`config.mk`:
```
export PLATFORM = sky130hd
export DESIGN_NAME = rsc_port
export DESIGN_NICKNAME = d
export VERILOG_FILES = /design/src/rsc_pkg.sv /design/src/rsc_fifo.sv /design/src/rsc_port.sv
export SDC_FILE = /design/constraint.sdc
export NUM_CORES = 1
export LEC_CHECK = 0
export CORE_AREA = 2 2 139 141
export DETAILED_ROUTE_END_ITERATION = 7
export DIE_AREA = 0 0 141 143
export DONT_BUFFER_PORTS = 1
export PLACE_DENSITY = 0.72
export SETUP_SLACK_MARGIN = 0.02
export SYNTH_ARGS = -nofsm -noshare
export SYNTH_HDL_FRONTEND = slang
export SYNTH_SLANG_ARGS = --single-unit
```
`constraint.sdc`:
```
create_clock -name clock -period 4.2 [get_ports clock]
set_clock_uncertainty 0.2 [all_clocks]
set_input_delay 0.63 -clock clock [delete_from_list [all_inputs] [get_ports clock]]
set_output_delay 0.63 -clock clock [all_outputs]
set_load 0.05 [all_outputs]
```
`src/rsc_pkg.sv`:
```
/*
 * Shared constants for the radio serial command port: opcodes, power
 * states, quick-status selectors and timing counts.
 * Assumes a 100 MHz system clock.
 */
package rsc_pkg;

  localparam int unsigned CLK_MHZ = 100;

  // command opcodes
  localparam logic [7:0] OP_READ_CTS    = 8'h44;
  localparam logic [7:0] OP_START_RX    = 8'h32;
  localparam logic [7:0] OP_CHANGE_STATE = 8'h34;
  localparam logic [7:0] OP_FIFO_READ   = 8'h77;
  localparam logic [7:0] OP_SET_QS_CFG  = 8'h11;
  localparam logic [7:0] OP_QS_A        = 8'h50;
  localparam logic [7:0] OP_QS_B        = 8'h51;
  localparam logic [7:0] OP_QS_C        = 8'h53;
  localparam logic [7:0] OP_QS_D        = 8'h57;

  // command-ready values
  localparam logic [7:0] CTS_READY = 8'hff;
  localparam logic [7:0] CTS_BUSY  = 8'h00;

  // power state codes carried in command parameters
  localparam logic [3:0] PS_CODE_SLEEP  = 4'h1;
  localparam logic [3:0] PS_CODE_SPI    = 4'h2;
  localparam logic [3:0] PS_CODE_READY  = 4'h3;
  localparam logic [3:0] PS_CODE_TUNE   = 4'h6;
  localparam logic [3:0] PS_CODE_RX     = 4'h8;

  // quick-status source selectors
  localparam logic [1:0] QS_SRC_STATE = 2'h0;
  localparam logic [1:0] QS_SRC_FIFO  = 2'h1;
  localparam logic [1:0] QS_SRC_RXCNT = 2'h2;
  localparam logic [1:0] QS_SRC_ZERO  = 2'h3;
  localparam logic [7:0] QS_CFG_RESET = 8'he4;

  // timing, in their own units, then in cycles
  localparam int unsigned CMD_DONE_NS   = 20000;
  localparam int unsigned RX_FROM_SD_US = 15000;
  localparam int unsigned RX_FROM_RDY_US = 122;
  localparam int unsigned RX_FROM_TUNE_US = 74;
  localparam int unsigned CMD_DONE_CYC  = CMD_DONE_NS * CLK_MHZ / 1000;
  localparam int unsigned RX_SD_CYC     = RX_FROM_SD_US * CLK_MHZ;
  localparam int unsigned RX_RDY_CYC    = RX_FROM_RDY_US * CLK_MHZ;
  localparam int unsigned RX_TUNE_CYC   = RX_FROM_TUNE_US * CLK_MHZ;

  localparam int unsigned FIFO_DEPTH = 64;
  localparam int unsigned BUF_DEPTH  = 8;

  typedef enum logic [2:0] {
    RSC_SHUTDOWN, RSC_SLEEP, RSC_SPI_ACTIVE, RSC_READY, RSC_TUNE, RSC_RX
  } rsc_pstate_t;

  typedef enum logic [2:0] {
    RSC_IDLE, RSC_OPCODE, RSC_PARAM, RSC_CTS, RSC_DATA, RSC_QS
  } rsc_phase_t;

endpackage : rsc_pkg

```
`src/rsc_fifo.sv`:
```
/*
 * Small synchronous FIFO with valid/ready on both sides.
 * Assumes a single clock domain and an asynchronous active-low reset.
 */
`timescale 1ns/1ps
module rsc_fifo #(
  parameter int WIDTH = 8,
  parameter int DEPTH = 8
) (
  // clock and reset
  input  wire logic             clock,
  input  wire logic             rstn,
  input  wire logic             flush,
  // fill side
  input  wire logic             in_valid,
  output logic                  in_ready,
  input  wire logic [WIDTH-1:0] in_data,
  // drain side
  output logic                  out_valid,
  input  wire logic             out_ready,
  output logic      [WIDTH-1:0] out_data,
  output logic [$clog2(DEPTH):0] level
);
  localparam int AW = $clog2(DEPTH);

  logic [WIDTH-1:0] mem [DEPTH];
  logic [AW-1:0]    wr_ptr;
  logic [AW-1:0]    rd_ptr;
  logic [AW:0]      next_level;
  logic [AW-1:0]    next_wr_ptr;
  logic [AW-1:0]    next_rd_ptr;
  logic             push;
  logic             pop;

  assign in_ready  = (level != (AW+1)'(DEPTH));
  assign out_valid = (level != '0);
  assign push      = in_valid && in_ready;
  assign pop       = out_valid && out_ready;
  assign out_data  = mem[rd_ptr];

  always_comb begin
    next_wr_ptr = push ? wr_ptr + 1'b1 : wr_ptr;
    next_rd_ptr = pop ? rd_ptr + 1'b1 : rd_ptr;
    next_level  = level + (AW+1)'(push) - (AW+1)'(pop);
    if (flush) begin
      next_wr_ptr = '0;
      next_rd_ptr = '0;
      next_level  = '0;
    end
  end

  always_ff @(posedge clock or negedge rstn) begin
    if (!rstn) begin
      wr_ptr <= '0;
      rd_ptr <= '0;
      level  <= '0;
    end else begin
      wr_ptr <= next_wr_ptr;
      rd_ptr <= next_rd_ptr;
      level  <= next_level;
    end
  end

  always_ff @(posedge clock) begin
    if (push && !flush) begin
      mem[wr_ptr] <= in_data;
    end
  end

endmodule : rsc_fifo

```
`src/rsc_port.sv`:
```
/*
 * Serial command port of a receiver: shifts in opcode and parameters on
 * the host clock, answers command-ready polls, quick-status reads and
 * receive FIFO reads, and runs the power-state sequencer.
 * Assumes the host drives the serial clock, data in and select from
 * outside this clock domain; all are synchronised here.
 */
// Behaviour
// - first byte after select falls is opcode, then parameter bytes
// - read data follows only after command-ready reads FFh; here the bytes after the command-ready byte always read 00h
// - command-ready reads FFh about 20 us after a command
// - output changes on falling edges, host samples on rising edges
// - quick-status reads need no command-ready poll
// - four quick-status registers, sources chosen by configuration
// - opcodes 50h 51h 53h 57h read quick-status A B C D
// - burst: after 16 clocks, next register every 8 clocks, wrapping
// - quick-status values frozen while select stays low
// - state changes only by commands, except shutdown pin; code also wakes sleep on select fall and leaves receive on its timer
// - states: shutdown, sleep, serial-active, ready, tune, receive
// - sequencer reaches receive from any state directly
// - begin-receive names the state to return to afterwards
// - receive reached 15 ms, 122 us, 74 us after select rises
// - received data on a pin or read from a 64-byte FIFO; the buffer here holds 8 bytes
// - serial access in sleep moves device to serial-active
// - shutdown clears state and ignores the serial link
`timescale 1ns/1ps
module rsc_port
#(
  parameter int RX_SD_CYCLES   = rsc_pkg::RX_SD_CYC,
  parameter int RX_RDY_CYCLES  = rsc_pkg::RX_RDY_CYC,
  parameter int RX_TUNE_CYCLES = rsc_pkg::RX_TUNE_CYC,
  parameter int RX_LEN_CYCLES  = 20000
) (
  // clock and reset
  input  wire logic       clock,
  input  wire logic       rstn,
  // serial link from host
  input  wire logic       sclk,
  input  wire logic       sdi,
  input  wire logic       select_n,
  output logic            sdo,
  output logic            sdo_oe,
  // power control pin
  input  wire logic       shutdown_pin,
  // demodulated receive stream
  input  wire logic       rx_valid,
  output logic            rx_ready,
  input  wire logic [7:0] rx_data,
  output logic            rx_data_pin,
  // state view
  output rsc_pkg::rsc_pstate_t pstate
);
  import rsc_pkg::*;

  // synchronisers
  logic [1:0] sclk_s, sdi_s, sel_s, sd_s;
  logic       sclk_d, sel_d;
  always_ff @(posedge clock or negedge rstn) begin
    if (!rstn) begin
      sclk_s <= 2'h0;
      sdi_s  <= 2'h0;
      sel_s  <= 2'h3;
      sd_s   <= 2'h3;
      sclk_d <= 1'b0;
      sel_d  <= 1'b1;
    end else begin
      sclk_s <= {sclk_s[0], sclk};
      sdi_s  <= {sdi_s[0], sdi};
      sel_s  <= {sel_s[0], select_n};
      sd_s   <= {sd_s[0], shutdown_pin};
      sclk_d <= sclk_s[1];
      sel_d  <= sel_s[1];
    end
  end

  logic sd_on, sel_low, sel_fall, sel_rise, sck_rise, sck_fall;
  assign sd_on    = sd_s[1];
  assign sel_low  = !sel_s[1] && !sd_on;
  assign sel_fall = sel_d && !sel_s[1];
  assign sel_rise = !sel_d && sel_s[1];
  assign sck_rise = sel_low && !sclk_d && sclk_s[1];
  assign sck_fall = sel_low && sclk_d && !sclk_s[1];

  // receive buffer between demodulator and serial reads
  logic       buf_valid, buf_ready;
  logic [7:0] buf_data;
  logic [3:0] buf_level;
  logic [6:0] fifo_cnt;
  logic       rx_on;
  logic       pop_byte;
  rsc_fifo #(.WIDTH(8), .DEPTH(BUF_DEPTH)) u_buf (
    .clock    (clock),
    .rstn     (rstn),
    .flush    (sd_on),
    .in_valid (rx_valid && rx_on),
    .in_ready (buf_ready),
    .in_data  (rx_data),
    .out_valid(buf_valid),
    .out_ready(pop_byte),
    .out_data (buf_data),
    .level    (buf_level)
  );
  assign rx_ready = buf_ready && rx_on;

  // serial engine state
  rsc_phase_t  phase, next_phase;
  logic [7:0]  shreg, next_shreg;
  logic [2:0]  bitc, next_bitc;
  logic [7:0]  opcode, next_opcode;
  logic [7:0]  param0, next_param0;
  logic [3:0]  pcnt, next_pcnt;
  logic [7:0]  txreg, next_txreg;
  logic [1:0]  qidx, next_qidx;
  logic [7:0]  qs_cfg, next_qs_cfg;
  logic [7:0]  qs_snap [4];
  logic        snap_now;
  logic        cmd_go, next_cmd_go;
  logic [14:0] busy_cnt, next_busy_cnt;
  logic        sdo_r, next_sdo_r;

  // source selection for each quick-status register
  function automatic logic [7:0] qs_src(input logic [1:0] s,
                                        input rsc_pstate_t p,
                                        input logic [6:0] n);
    case (s)
      QS_SRC_STATE: qs_src = {5'h0, p};
      QS_SRC_FIFO:  qs_src = {1'b0, n};
      QS_SRC_RXCNT: qs_src = {4'h0, buf_level};
      default:      qs_src = 8'h00;
    endcase
  endfunction

  // snapshot only while select is high
  assign snap_now = sel_s[1];
  genvar gi;
  generate
    for (gi = 0; gi < 4; gi++) begin : g_qs
      always_ff @(posedge clock or negedge rstn) begin
        if (!rstn) begin
          qs_snap[gi] <= 8'h00;
        end else if (snap_now) begin
          qs_snap[gi] <= qs_src(qs_cfg[2*gi +: 2], pstate, fifo_cnt);
        end
      end
    end
  endgenerate

  always_comb begin
    next_phase    = phase;
    next_shreg    = shreg;
    next_bitc     = bitc;
    next_opcode   = opcode;
    next_param0   = param0;
    next_pcnt     = pcnt;
    next_txreg    = txreg;
    next_qidx     = qidx;
    next_qs_cfg   = qs_cfg;
    next_cmd_go   = 1'b0;
    next_sdo_r    = sdo_r;
    next_busy_cnt = (busy_cnt != 15'h0) ? busy_cnt - 15'h1 : busy_cnt;
    pop_byte      = 1'b0;
    // decode restarts at each select fall
    if (sel_fall && !sd_on) begin
      next_phase = RSC_OPCODE;
      next_bitc  = 3'h0;
      next_pcnt  = 4'h0;
    end else if (!sel_low) begin
      if (sel_rise && phase == RSC_PARAM) begin
        next_cmd_go = 1'b1;
      end
      next_phase = RSC_IDLE;
      next_sdo_r = 1'b0;
    end else if (sck_rise) begin
      // msb-first shift of opcode and parameters
      next_shreg = {shreg[6:0], sdi_s[1]};
      next_bitc  = bitc + 3'h1;
      if (bitc == 3'h7) begin
        if (phase == RSC_OPCODE) begin
          next_opcode = {shreg[6:0], sdi_s[1]};
          case ({shreg[6:0], sdi_s[1]})
            OP_QS_A: begin next_phase = RSC_QS; next_qidx = 2'h0; end
            OP_QS_B: begin next_phase = RSC_QS; next_qidx = 2'h1; end
            OP_QS_C: begin next_phase = RSC_QS; next_qidx = 2'h2; end
            OP_QS_D: begin next_phase = RSC_QS; next_qidx = 2'h3; end
            OP_READ_CTS: next_phase = RSC_CTS;
            OP_FIFO_READ: next_phase = RSC_DATA;
            default: begin
              next_phase    = RSC_PARAM;
              next_busy_cnt = 15'(CMD_DONE_CYC);
            end
          endcase
          next_txreg = qs_snap[next_qidx];
          if (next_phase == RSC_CTS) begin
            // ready value only once the command finishes
            next_txreg = (busy_cnt == 15'h0) ? CTS_READY : CTS_BUSY;
          end else if (next_phase == RSC_DATA) begin
            next_txreg = buf_data;
            pop_byte   = buf_valid;
          end
        end else begin
          if (pcnt == 4'h0) begin
            next_param0 = {shreg[6:0], sdi_s[1]};
          end
          if (opcode == OP_SET_QS_CFG && pcnt == 4'h0) begin
            next_qs_cfg = {shreg[6:0], sdi_s[1]};
          end
          if (pcnt != 4'hf) begin
            next_pcnt = pcnt + 4'h1;
          end
          if (phase == RSC_QS) begin
            // burst wraps d back to a
            next_qidx  = qidx + 2'h1;
            next_txreg = qs_snap[qidx + 2'h1];
          end else if (phase == RSC_CTS) begin
            next_txreg = 8'h00;
          end else if (phase == RSC_DATA) begin
            next_txreg = buf_data;
            pop_byte   = buf_valid;
          end
        end
      end
    end else if (sck_fall) begin
      if (phase == RSC_QS || phase == RSC_CTS || phase == RSC_DATA) begin
        next_sdo_r = txreg[3'h7 - bitc];
      end
    end
  end

  // fifo byte count and pop from the buffer
  logic [6:0] next_fifo_cnt;
  always_comb begin
    next_fifo_cnt = fifo_cnt;
    if (pop_byte && fifo_cnt != 7'h0) begin
      next_fifo_cnt = fifo_cnt - 7'h1;
    end
  end

  always_ff @(posedge clock or negedge rstn) begin
    if (!rstn) begin
      phase    <= RSC_IDLE;
      shreg    <= 8'h00;
      bitc     <= 3'h0;
      opcode   <= 8'h00;
      param0   <= 8'h00;
      pcnt     <= 4'h0;
      txreg    <= 8'h00;
      qidx     <= 2'h0;
      qs_cfg   <= QS_CFG_RESET;
      cmd_go   <= 1'b0;
      busy_cnt <= 15'h0;
      sdo_r    <= 1'b0;
    end else if (sd_on) begin
      phase    <= RSC_IDLE;
      shreg    <= 8'h00;
      bitc     <= 3'h0;
      opcode   <= 8'h00;
      param0   <= 8'h00;
      pcnt     <= 4'h0;
      txreg    <= 8'h00;
      qidx     <= 2'h0;
      qs_cfg   <= QS_CFG_RESET;
      cmd_go   <= 1'b0;
      busy_cnt <= 15'h0;
      sdo_r    <= 1'b0;
    end else begin
      phase    <= next_phase;
      shreg    <= next_shreg;
      bitc     <= next_bitc;
      opcode   <= next_opcode;
      param0   <= next_param0;
      pcnt     <= next_pcnt;
      txreg    <= next_txreg;
      qidx     <= next_qidx;
      qs_cfg   <= next_qs_cfg;
      cmd_go   <= next_cmd_go;
      busy_cnt <= next_busy_cnt;
      sdo_r    <= next_sdo_r;
    end
  end

  assign sdo    = sdo_r;
  assign sdo_oe = sel_low;

  // power-state sequencer
  rsc_pstate_t next_pstate, ret_state, next_ret_state;
  rsc_pstate_t tgt, next_tgt;
  logic [20:0] seq_cnt, next_seq_cnt;
  logic        was_sd;
  logic [6:0]  next_cnt_in;

  function automatic rsc_pstate_t code2st(input logic [3:0] c);
    case (c)
      PS_CODE_SLEEP: code2st = RSC_SLEEP;
      PS_CODE_READY: code2st = RSC_READY;
      PS_CODE_TUNE:  code2st = RSC_TUNE;
      PS_CODE_RX:    code2st = RSC_RX;
      default:       code2st = RSC_SPI_ACTIVE;
    endcase
  endfunction

  assign rx_on       = (pstate == RSC_RX);
  assign rx_data_pin = buf_valid && buf_data[0];

  always_comb begin
    next_pstate    = pstate;
    next_ret_state = ret_state;
    next_tgt       = tgt;
    next_seq_cnt   = (seq_cnt != 21'h0) ? seq_cnt - 21'h1 : seq_cnt;
    // serial access wakes sleep into serial-active
    if (pstate == RSC_SLEEP && sel_fall) begin
      next_pstate = RSC_SPI_ACTIVE;
    end
    if (cmd_go) begin
      if (opcode == OP_START_RX) begin
        // remember where to go after receive
        next_ret_state = code2st(param0[3:0]);
        next_tgt       = RSC_RX;
      end else if (opcode == OP_CHANGE_STATE) begin
        next_tgt = code2st(param0[3:0]);
      end
      if (opcode == OP_START_RX ||
          (opcode == OP_CHANGE_STATE && code2st(param0[3:0]) == RSC_RX)) begin
        if (was_sd) begin
          next_seq_cnt = 21'(RX_SD_CYCLES);
        end else if (pstate == RSC_TUNE) begin
          next_seq_cnt = 21'(RX_TUNE_CYCLES);
        end else begin
          next_seq_cnt = 21'(RX_RDY_CYCLES);
        end
      end else if (opcode == OP_CHANGE_STATE) begin
        next_pstate = code2st(param0[3:0]);
      end
    end else if (tgt == RSC_RX && seq_cnt == 21'h0 && pstate != RSC_RX) begin
      next_pstate  = RSC_RX;
      next_seq_cnt = 21'(RX_LEN_CYCLES);
    end else if (pstate == RSC_RX && seq_cnt == 21'h0 &&
                 ret_state != RSC_RX) begin
      // automatic return after the receive period
      next_pstate = ret_state;
      next_tgt    = ret_state;
    end
  end

  always_comb begin
    next_cnt_in = next_fifo_cnt;
    if (rx_valid && rx_ready && next_fifo_cnt != 7'(FIFO_DEPTH)) begin
      // byte count of the 8-byte receive buffer, capped at 64
      next_cnt_in = next_fifo_cnt + 7'h1;
    end
  end

  always_ff @(posedge clock or negedge rstn) begin
    if (!rstn) begin
      pstate    <= RSC_SHUTDOWN;
      ret_state <= RSC_RX;
      tgt       <= RSC_SPI_ACTIVE;
      seq_cnt   <= 21'h0;
      was_sd    <= 1'b1;
      fifo_cnt  <= 7'h0;
    end else if (sd_on) begin
      // shutdown held by the pin alone
      pstate    <= RSC_SHUTDOWN;
      ret_state <= RSC_RX;
      tgt       <= RSC_SPI_ACTIVE;
      seq_cnt   <= 21'h0;
      was_sd    <= 1'b1;
      fifo_cnt  <= 7'h0;
    end else begin
      pstate    <= (pstate == RSC_SHUTDOWN) ? RSC_SPI_ACTIVE : next_pstate;
      ret_state <= next_ret_state;
      tgt       <= next_tgt;
      seq_cnt   <= next_seq_cnt;
      was_sd    <= was_sd && !(pstate == RSC_RX);
      fifo_cnt  <= next_cnt_in;
    end
  end

endmodule : rsc_port

```
# After elaboration in Yosys (flattened, before gate mapping)
# Memories as Yosys holds them, arrays and structs flattened.
# Index checks and enable logic that the tools add are counted.
# word_totals
memories,1
out_inout_bits,7
latch_bits,0
rom_bits,0
word_cells,326
ram_bits,64
register_bits,154
# mem_list
name,words,width,read_ports,rd_ports_with_merged_regs,wr,line,rtl
u_buf.mem,8,8,1,0,1,rsc_fifo.sv:26,logic [WIDTH-1:0] mem [DEPTH];
# classes
bitwise_logic,2
n_div,0
n_mul,0
shifts,0
add_sub_neg,12
muxes,149
eq_ne,50
magnitude_cmp,3
n_reduce_logical,78
# ops
cell,count
8-bit two-way mux,29
21-bit two-way mux,6
15-bit two-way mux,8
3-bit two-way mux,37
7-bit one-hot mux with 3 select lines,4
4-bit two-way mux,15
7-bit two-way mux,7
8-bit by 7-bit equality test with 1-bit output (second input constant),6
8-bit binary-select mux with 2-bit select,2
1-bit logical AND,26
3-bit equality test (second input constant),8
1-bit two-way mux,24
2-bit two-way mux,12
21-bit zero test,1
21-bit nonzero test,1
21-bit by 1-bit subtractor with 21-bit output (second input constant),1
5-bit AND reduction,4
2-bit nonzero test,10
3-bit nonzero test,6
8-bit by 6-bit equality test with 1-bit output (second input constant),2
4-bit by 2-bit != test with 1-bit output (second input constant),4
15-bit zero test,1
3-bit != test (second input constant),5
15-bit nonzero test,1
other kinds (44),74

# Longest topological paths before layout
# logic_depth
word_depth,22
mapped_depth,13

# Modules after synthesis
# A second synthesis with hierarchy kept.
# hier_totals
hier_cells,1050
area_unflattened_um2,11185.7
# modules_own_cells
mod,cells_each,seq_area_each_um2,area_each_um2,n_inst
rsc_port,881,3519.6,8051.5,1
rsc_fifo,169,2172.1,3134.3,1

# Worst setup path after synthesis
# Ideal clock, no wire load.
# synth_path
path_type,reg-to-reg
from,register pstate[2]
to,"memory u_buf.mem[4][0], enable pin"
path_stages_with_launch,7
setup_slack_ps,311
t_arrival_ps,3304
t_required_ps,3615
period_less_slack_ps,3889
cell_sequence,dfrtp_1 > clkbuf_1 > nand3b_1 > a31oi_1 > nand2_1 > or3_1 > nor3b_1
# synth_between
elab_chain_cells,6
# synth_lines
element,line,rtl
start: declaration,rsc_port.sv:51,output rsc_pkg::rsc_pstate_t pstate
start signal: assignment,rsc_port.sv:369,pstate <= (pstate == RSC_SHUTDOWN) ? RSC_SPI_ACTIVE : next_pstate;
3-bit equality test,rsc_port.sv:301,assign rx_on = (pstate == RSC_RX);
1-bit logical AND,rsc_port.sv:95,".in_valid (rx_valid && rx_on),"
1-bit logical AND,rsc_fifo.sv:37,assign push = in_valid && in_ready;
1-bit logical AND,rsc_fifo.sv:65,if (push && !flush) begin
1-bit two-way mux,rsc_fifo.sv:65,
1-bit two-way mux (not written as such),rsc_fifo.sv:66,mem[wr_ptr] <= in_data;
end: declaration,rsc_fifo.sv:26,
# Every way passes these cells.

# Worst setup path in the final report
# layout_path
from,register bitc[0]
to,register fifo_cnt[6]
# layout_between
elab_chain_cells,11
word_cells_on_any_way,12
classes_between,1 x add/sub; 2 x eq/ne; 7 x mux; 2 x reduce/logical
# layout_lines
element,line,rtl
start: declaration,rsc_port.sv:108,"logic [2:0] bitc, next_bitc;"
start signal: assignment,rsc_port.sv:268,bitc <= next_bitc;
3-bit equality test (*),rsc_port.sv:177,if (bitc == 3'h7) begin
1-bit two-way mux (*),rsc_port.sv:177,
1-bit two-way mux (*),rsc_port.sv:173,end else if (sck_rise) begin
1-bit two-way mux (*),rsc_port.sv:167,end else if (!sel_low) begin
1-bit two-way mux (*),rsc_port.sv:163,if (sel_fall && !sd_on) begin
1-bit logical AND (*),rsc_port.sv:233,if (pop_byte && fifo_cnt != 7'h0) begin
7-bit two-way mux (*),rsc_port.sv:233,
branches (longest 2 deep; another with 7-bit by 1-bit adder with 7-bit output),-,
7-bit two-way mux (*),rsc_port.sv:346,if (rx_valid && rx_ready && next_fifo_cnt != 7'(FIFO_DEPTH)) begin
7-bit two-way mux (*),rsc_port.sv:360,end else if (sd_on) begin
end signal: assignment,rsc_port.sv:374,fifo_cnt <= next_cnt_in;
end: declaration,rsc_port.sv:88,logic [6:0] fifo_cnt;
# Every way passes the cells marked *.
# A chain may end at the register's enable or synchronous reset.

==> flow_summary.yaml <==
synth:
  yosys_warnings: 0
  synthXorXnorAreaFrac_pct: 3.212
  synth_edf_count: 64
  synth_area_leaders: "dfrtp_1, edfxtp_1, mux2i_1"
  syn_inst: 998
  async_flop_share_pct: 70.09
  synthMuxAreaShare_pct: 12.54
  synth_top_area_share_pct: 31.43
  synth_compound_area_share_pct: 10.14
  avgSynthCellArea_um2: 10.93
  synth-simple-area-share_pct: 16.65
  ys_ff_latch: 214
  yosys.area_share.adder_pct: 2.134
  seq_area_frac_synth_pct: 52.19
  yosysTopAreaCell: "dfrtp_1"
  syn_area_um2: 10910
  ys_types: 66
  synth_top_family_by_area: "simple AND/OR/NAND/NOR gates"
  synth-main-ff-cell: "dfrtp_1"
  synth.net_count: 1031
floorplanning:
  die_y_um: 143
  rows: 50
  fp.dieW_um: 141
  start_util_pct: 58.70
  pin_count: 22
  fp.dieArea_um2: 20160
  coreArea_um2: 18580
critical_path:
  crit_arrival_ns: 3.88
  worstPathMaxFanout: 13
  startpoint_type: "flop"
  worstSetupPathType: "flop to flop"
  path_cells: "ha_1 > ha_1 > or4bb_1 > nor4_4 > nand3_2 > xnor2_1 > ha_1 > nand2_1 > a211oi_1 > nand3b_1 > mux2_2"
  slowest_delay_ns: 0.60
  worstPathRequired_ns: 4.41
  cp_common_cell: "ha_1"
  end_kind: "flop"
  cp_slowest_cell: "or4bb_1"
layout:
  num-fill-cells: 1451
  drive_above_1_share_pct: 12.81
  area_growth_pct: 10.99
  fin_nets: 1038
  final_cells: 1257
  diodes: 0
status:
  outcome: "complete, but fails checks"
  violations: "negative hold slack"
clocking:
  cts_tree: "done"
  clkTransAtPathRegs_ns: 0.06
  ctsResizeCount: 0
  cts_root_buffer: "clkbuf_16"
  clock_latency_ns: 0.52
  ctsHoldBuffers: 12
  cts_setup_buffers: 0
  cts_buffers: 24
  cts_max_path_buffers: 3
  clkSinkCount: 214
  htreeDepth: 1
placed_design:
  gp_congestion: 0.8438
  dp.cells: 1201
  dp_hpwl_mm: 15.56
  io_buffers: 0
drt:
  num_vias: 7717
  drtIter0Drc: 504
  detail-route-antenna-nets: 0
  firstDrtPassIters: 5
  wl_per_cell_um: 19.13
  finalWirelength_mm: 24.04
  drc: 0
  routed_via_density: 6.139
worst_hold_path:
  min_path_type: "input port to asynchronous set/reset pin"
power_and_ir_drop:
  finalPower_uw: 6659
  power.density_nw_per_um2: 550.1
  leakage_uw: 0.004889
  max-vdd-ir-drop_v: 0.0008070
timing:
  slew_headroom_pct: 29.52
  fmax_mhz: 271.8
  report.final.slew_viol_count: 0
  finalHoldViolCount: 150
  hold_ws_ns: -0.3917
  min_period_ns: 3.679
  period_share_pct: 87.59
  worstMarginPinSlew_ns: 1.053
  rsz0062_at_grt: "no"
  setup_violations: 0
  setup_tns_ns: 0
grt:
  antenna_found_initial: 0
  gr-total-overflow: 0
  grt_max_degree: 151
  grt_usage_pct: 24.75
  grt_pass1_vias: 7646
  grt_pass1_wl_mm: 39.69
job:
  drv_cap: 0
## per-stage QoR
stage / util [%] / instance area [µm²] / setup WS [ns] / hold WS [ns]
final: 65.15 / 12110 / 0.5214 / -0.3917
after global routing: 65.15 / 12110 / 0.2721 / -0.4207
after CTS: 65.15 / 12110 / 0.5558 / -0.4154
after detailed placement: 60.09 / 11160 / 0.5522 / 0.1363
after global placement: 60.09 / 11160 / 0.6335 / 0.1358
after floorplan: - / 10910 / 0.3107 / 0.1312
## state kept, by name (all words and copies together) (netlist names), 4 cells and up
name	count
param0	4
busy_cnt	15
qs_snap	28
pcnt	4
u_buf.mem	64
opcode	8
shreg	7
fifo_cnt	7
u_buf.level	4
txreg	8
qs_cfg	8
seq_cnt	21
## Yosys cell counts, types with 16 or more instances
| cell type | instances |
|---|---|
| dfrtp_1 | 137 |
| nor3_1 | 28 |
| mux2i_1 | 59 |
| nand2b_1 | 16 |
| nor2_1 | 123 |
| ha_1 | 17 |
| xnor2_1 | 29 |
| inv_1 | 34 |
| mux2_2 | 19 |
| o21ai_0 | 32 |
| edfxtp_1 | 64 |
| mux4_2 | 25 |
| clkbuf_1 | 40 |
| nand2_1 | 59 |
| a21oi_1 | 81 |
## cells in the final DEF (no fill, tap or decap), types with 7 or more instances in the layout
cell type	instances
dfrtp_1	137
nor2_1	123
a21oi_1	81
edfxtp_1	64
nand2_1	59
mux2i_1	59
inv_1	34
o21ai_0	32
xnor2_1	29
nor3_1	28
mux4_2	25
clkbuf_16	24
buf_4	23
mux2_2	19
ha_1	17
nand2b_1	16
nand4_1	13
nor2b_1	13
nand3_1	13
o22ai_1	13
dfstp_2	13
nor3b_1	12
nor4_1	12
or4_1	12
dlygate4sd3_1	12
xor2_1	11
nand3b_1	8
clkinv_2	8
or3_1	7
a211oi_1	7
o211a_1	7
## final cells by class
type	count	area, µm²	share of cell area, %
multi-input combinational	694	4872	40.25
clock inverter	18	202.7	1.674
clock buffer	26	618.1	5.106
sequential	214	5692	47.02
timing repair buffer	35	292.8	2.419
inverter	36	135.1	1.116
tap	234	292.8	2.419
## worst max-delay path: cells and delay by family, from the launching register on
kind,cells,cell delay (ns)
xor gates and xnor gates,1,0.35
and+or+nand+nor,5,1.36
muxes,1,0.28
DFF,1,0.46
AOI/OAI and AO/OA,1,0.36
adders and majority gates,3,0.56
## cell families (layout without fill, tap and decap cells)
kind of cell,count (synthesis),after routing
xor+xnor,40,40
simple gates,352,352
mux,103,103
flops,214,214
fa+ha+maj,18,18
buf+inv,90,115
compound gates,181,181
## final timing paths
path	startpoint	endpoint	slack, ns	cells past startpoint
setup / recovery	bitc[0]	fifo_cnt[6]	0.52	11
hold / removal	rstn	u_buf.level[2]	-0.39	0
setup reg to reg	bitc[0]	fifo_cnt[6]	0.52	11
hold reg to reg	sclk_s[0]	sclk_s[1]	0.15	0
max in group asynchronous	rstn	sel_d	3.96	0
min in group clock	sclk_s[0]	sclk_s[1]	0.15	0
## routing by layer
metal / vias up / wire length [µm] / GRT usage [%] / part of all wire (%)
li1: 3652 / - / - / -
met1: 3855 / 11200 / 34.41 / 47
met2: 168 / 11380 / 41.31 / 47
met3: 42 / 950 / 3.286 / 4.0
met4: 0 / 515 / 7.105 / 2.1
met5: - / 0 / 0 / 0
## report_power, final
group | leakage [µW] | switching [µW] | total, µW | internal, µW
registers | 0.00257 | 79.0 | 2350 | 2270
logic | 0.00191 | 1250 | 2160 | 901
clock network | 0.000404 | 845 | 2160 | 1310
total | 0.00489 | 2180 | 6660 | 4480
Note: power is estimated with default switching activity, not from simulation.
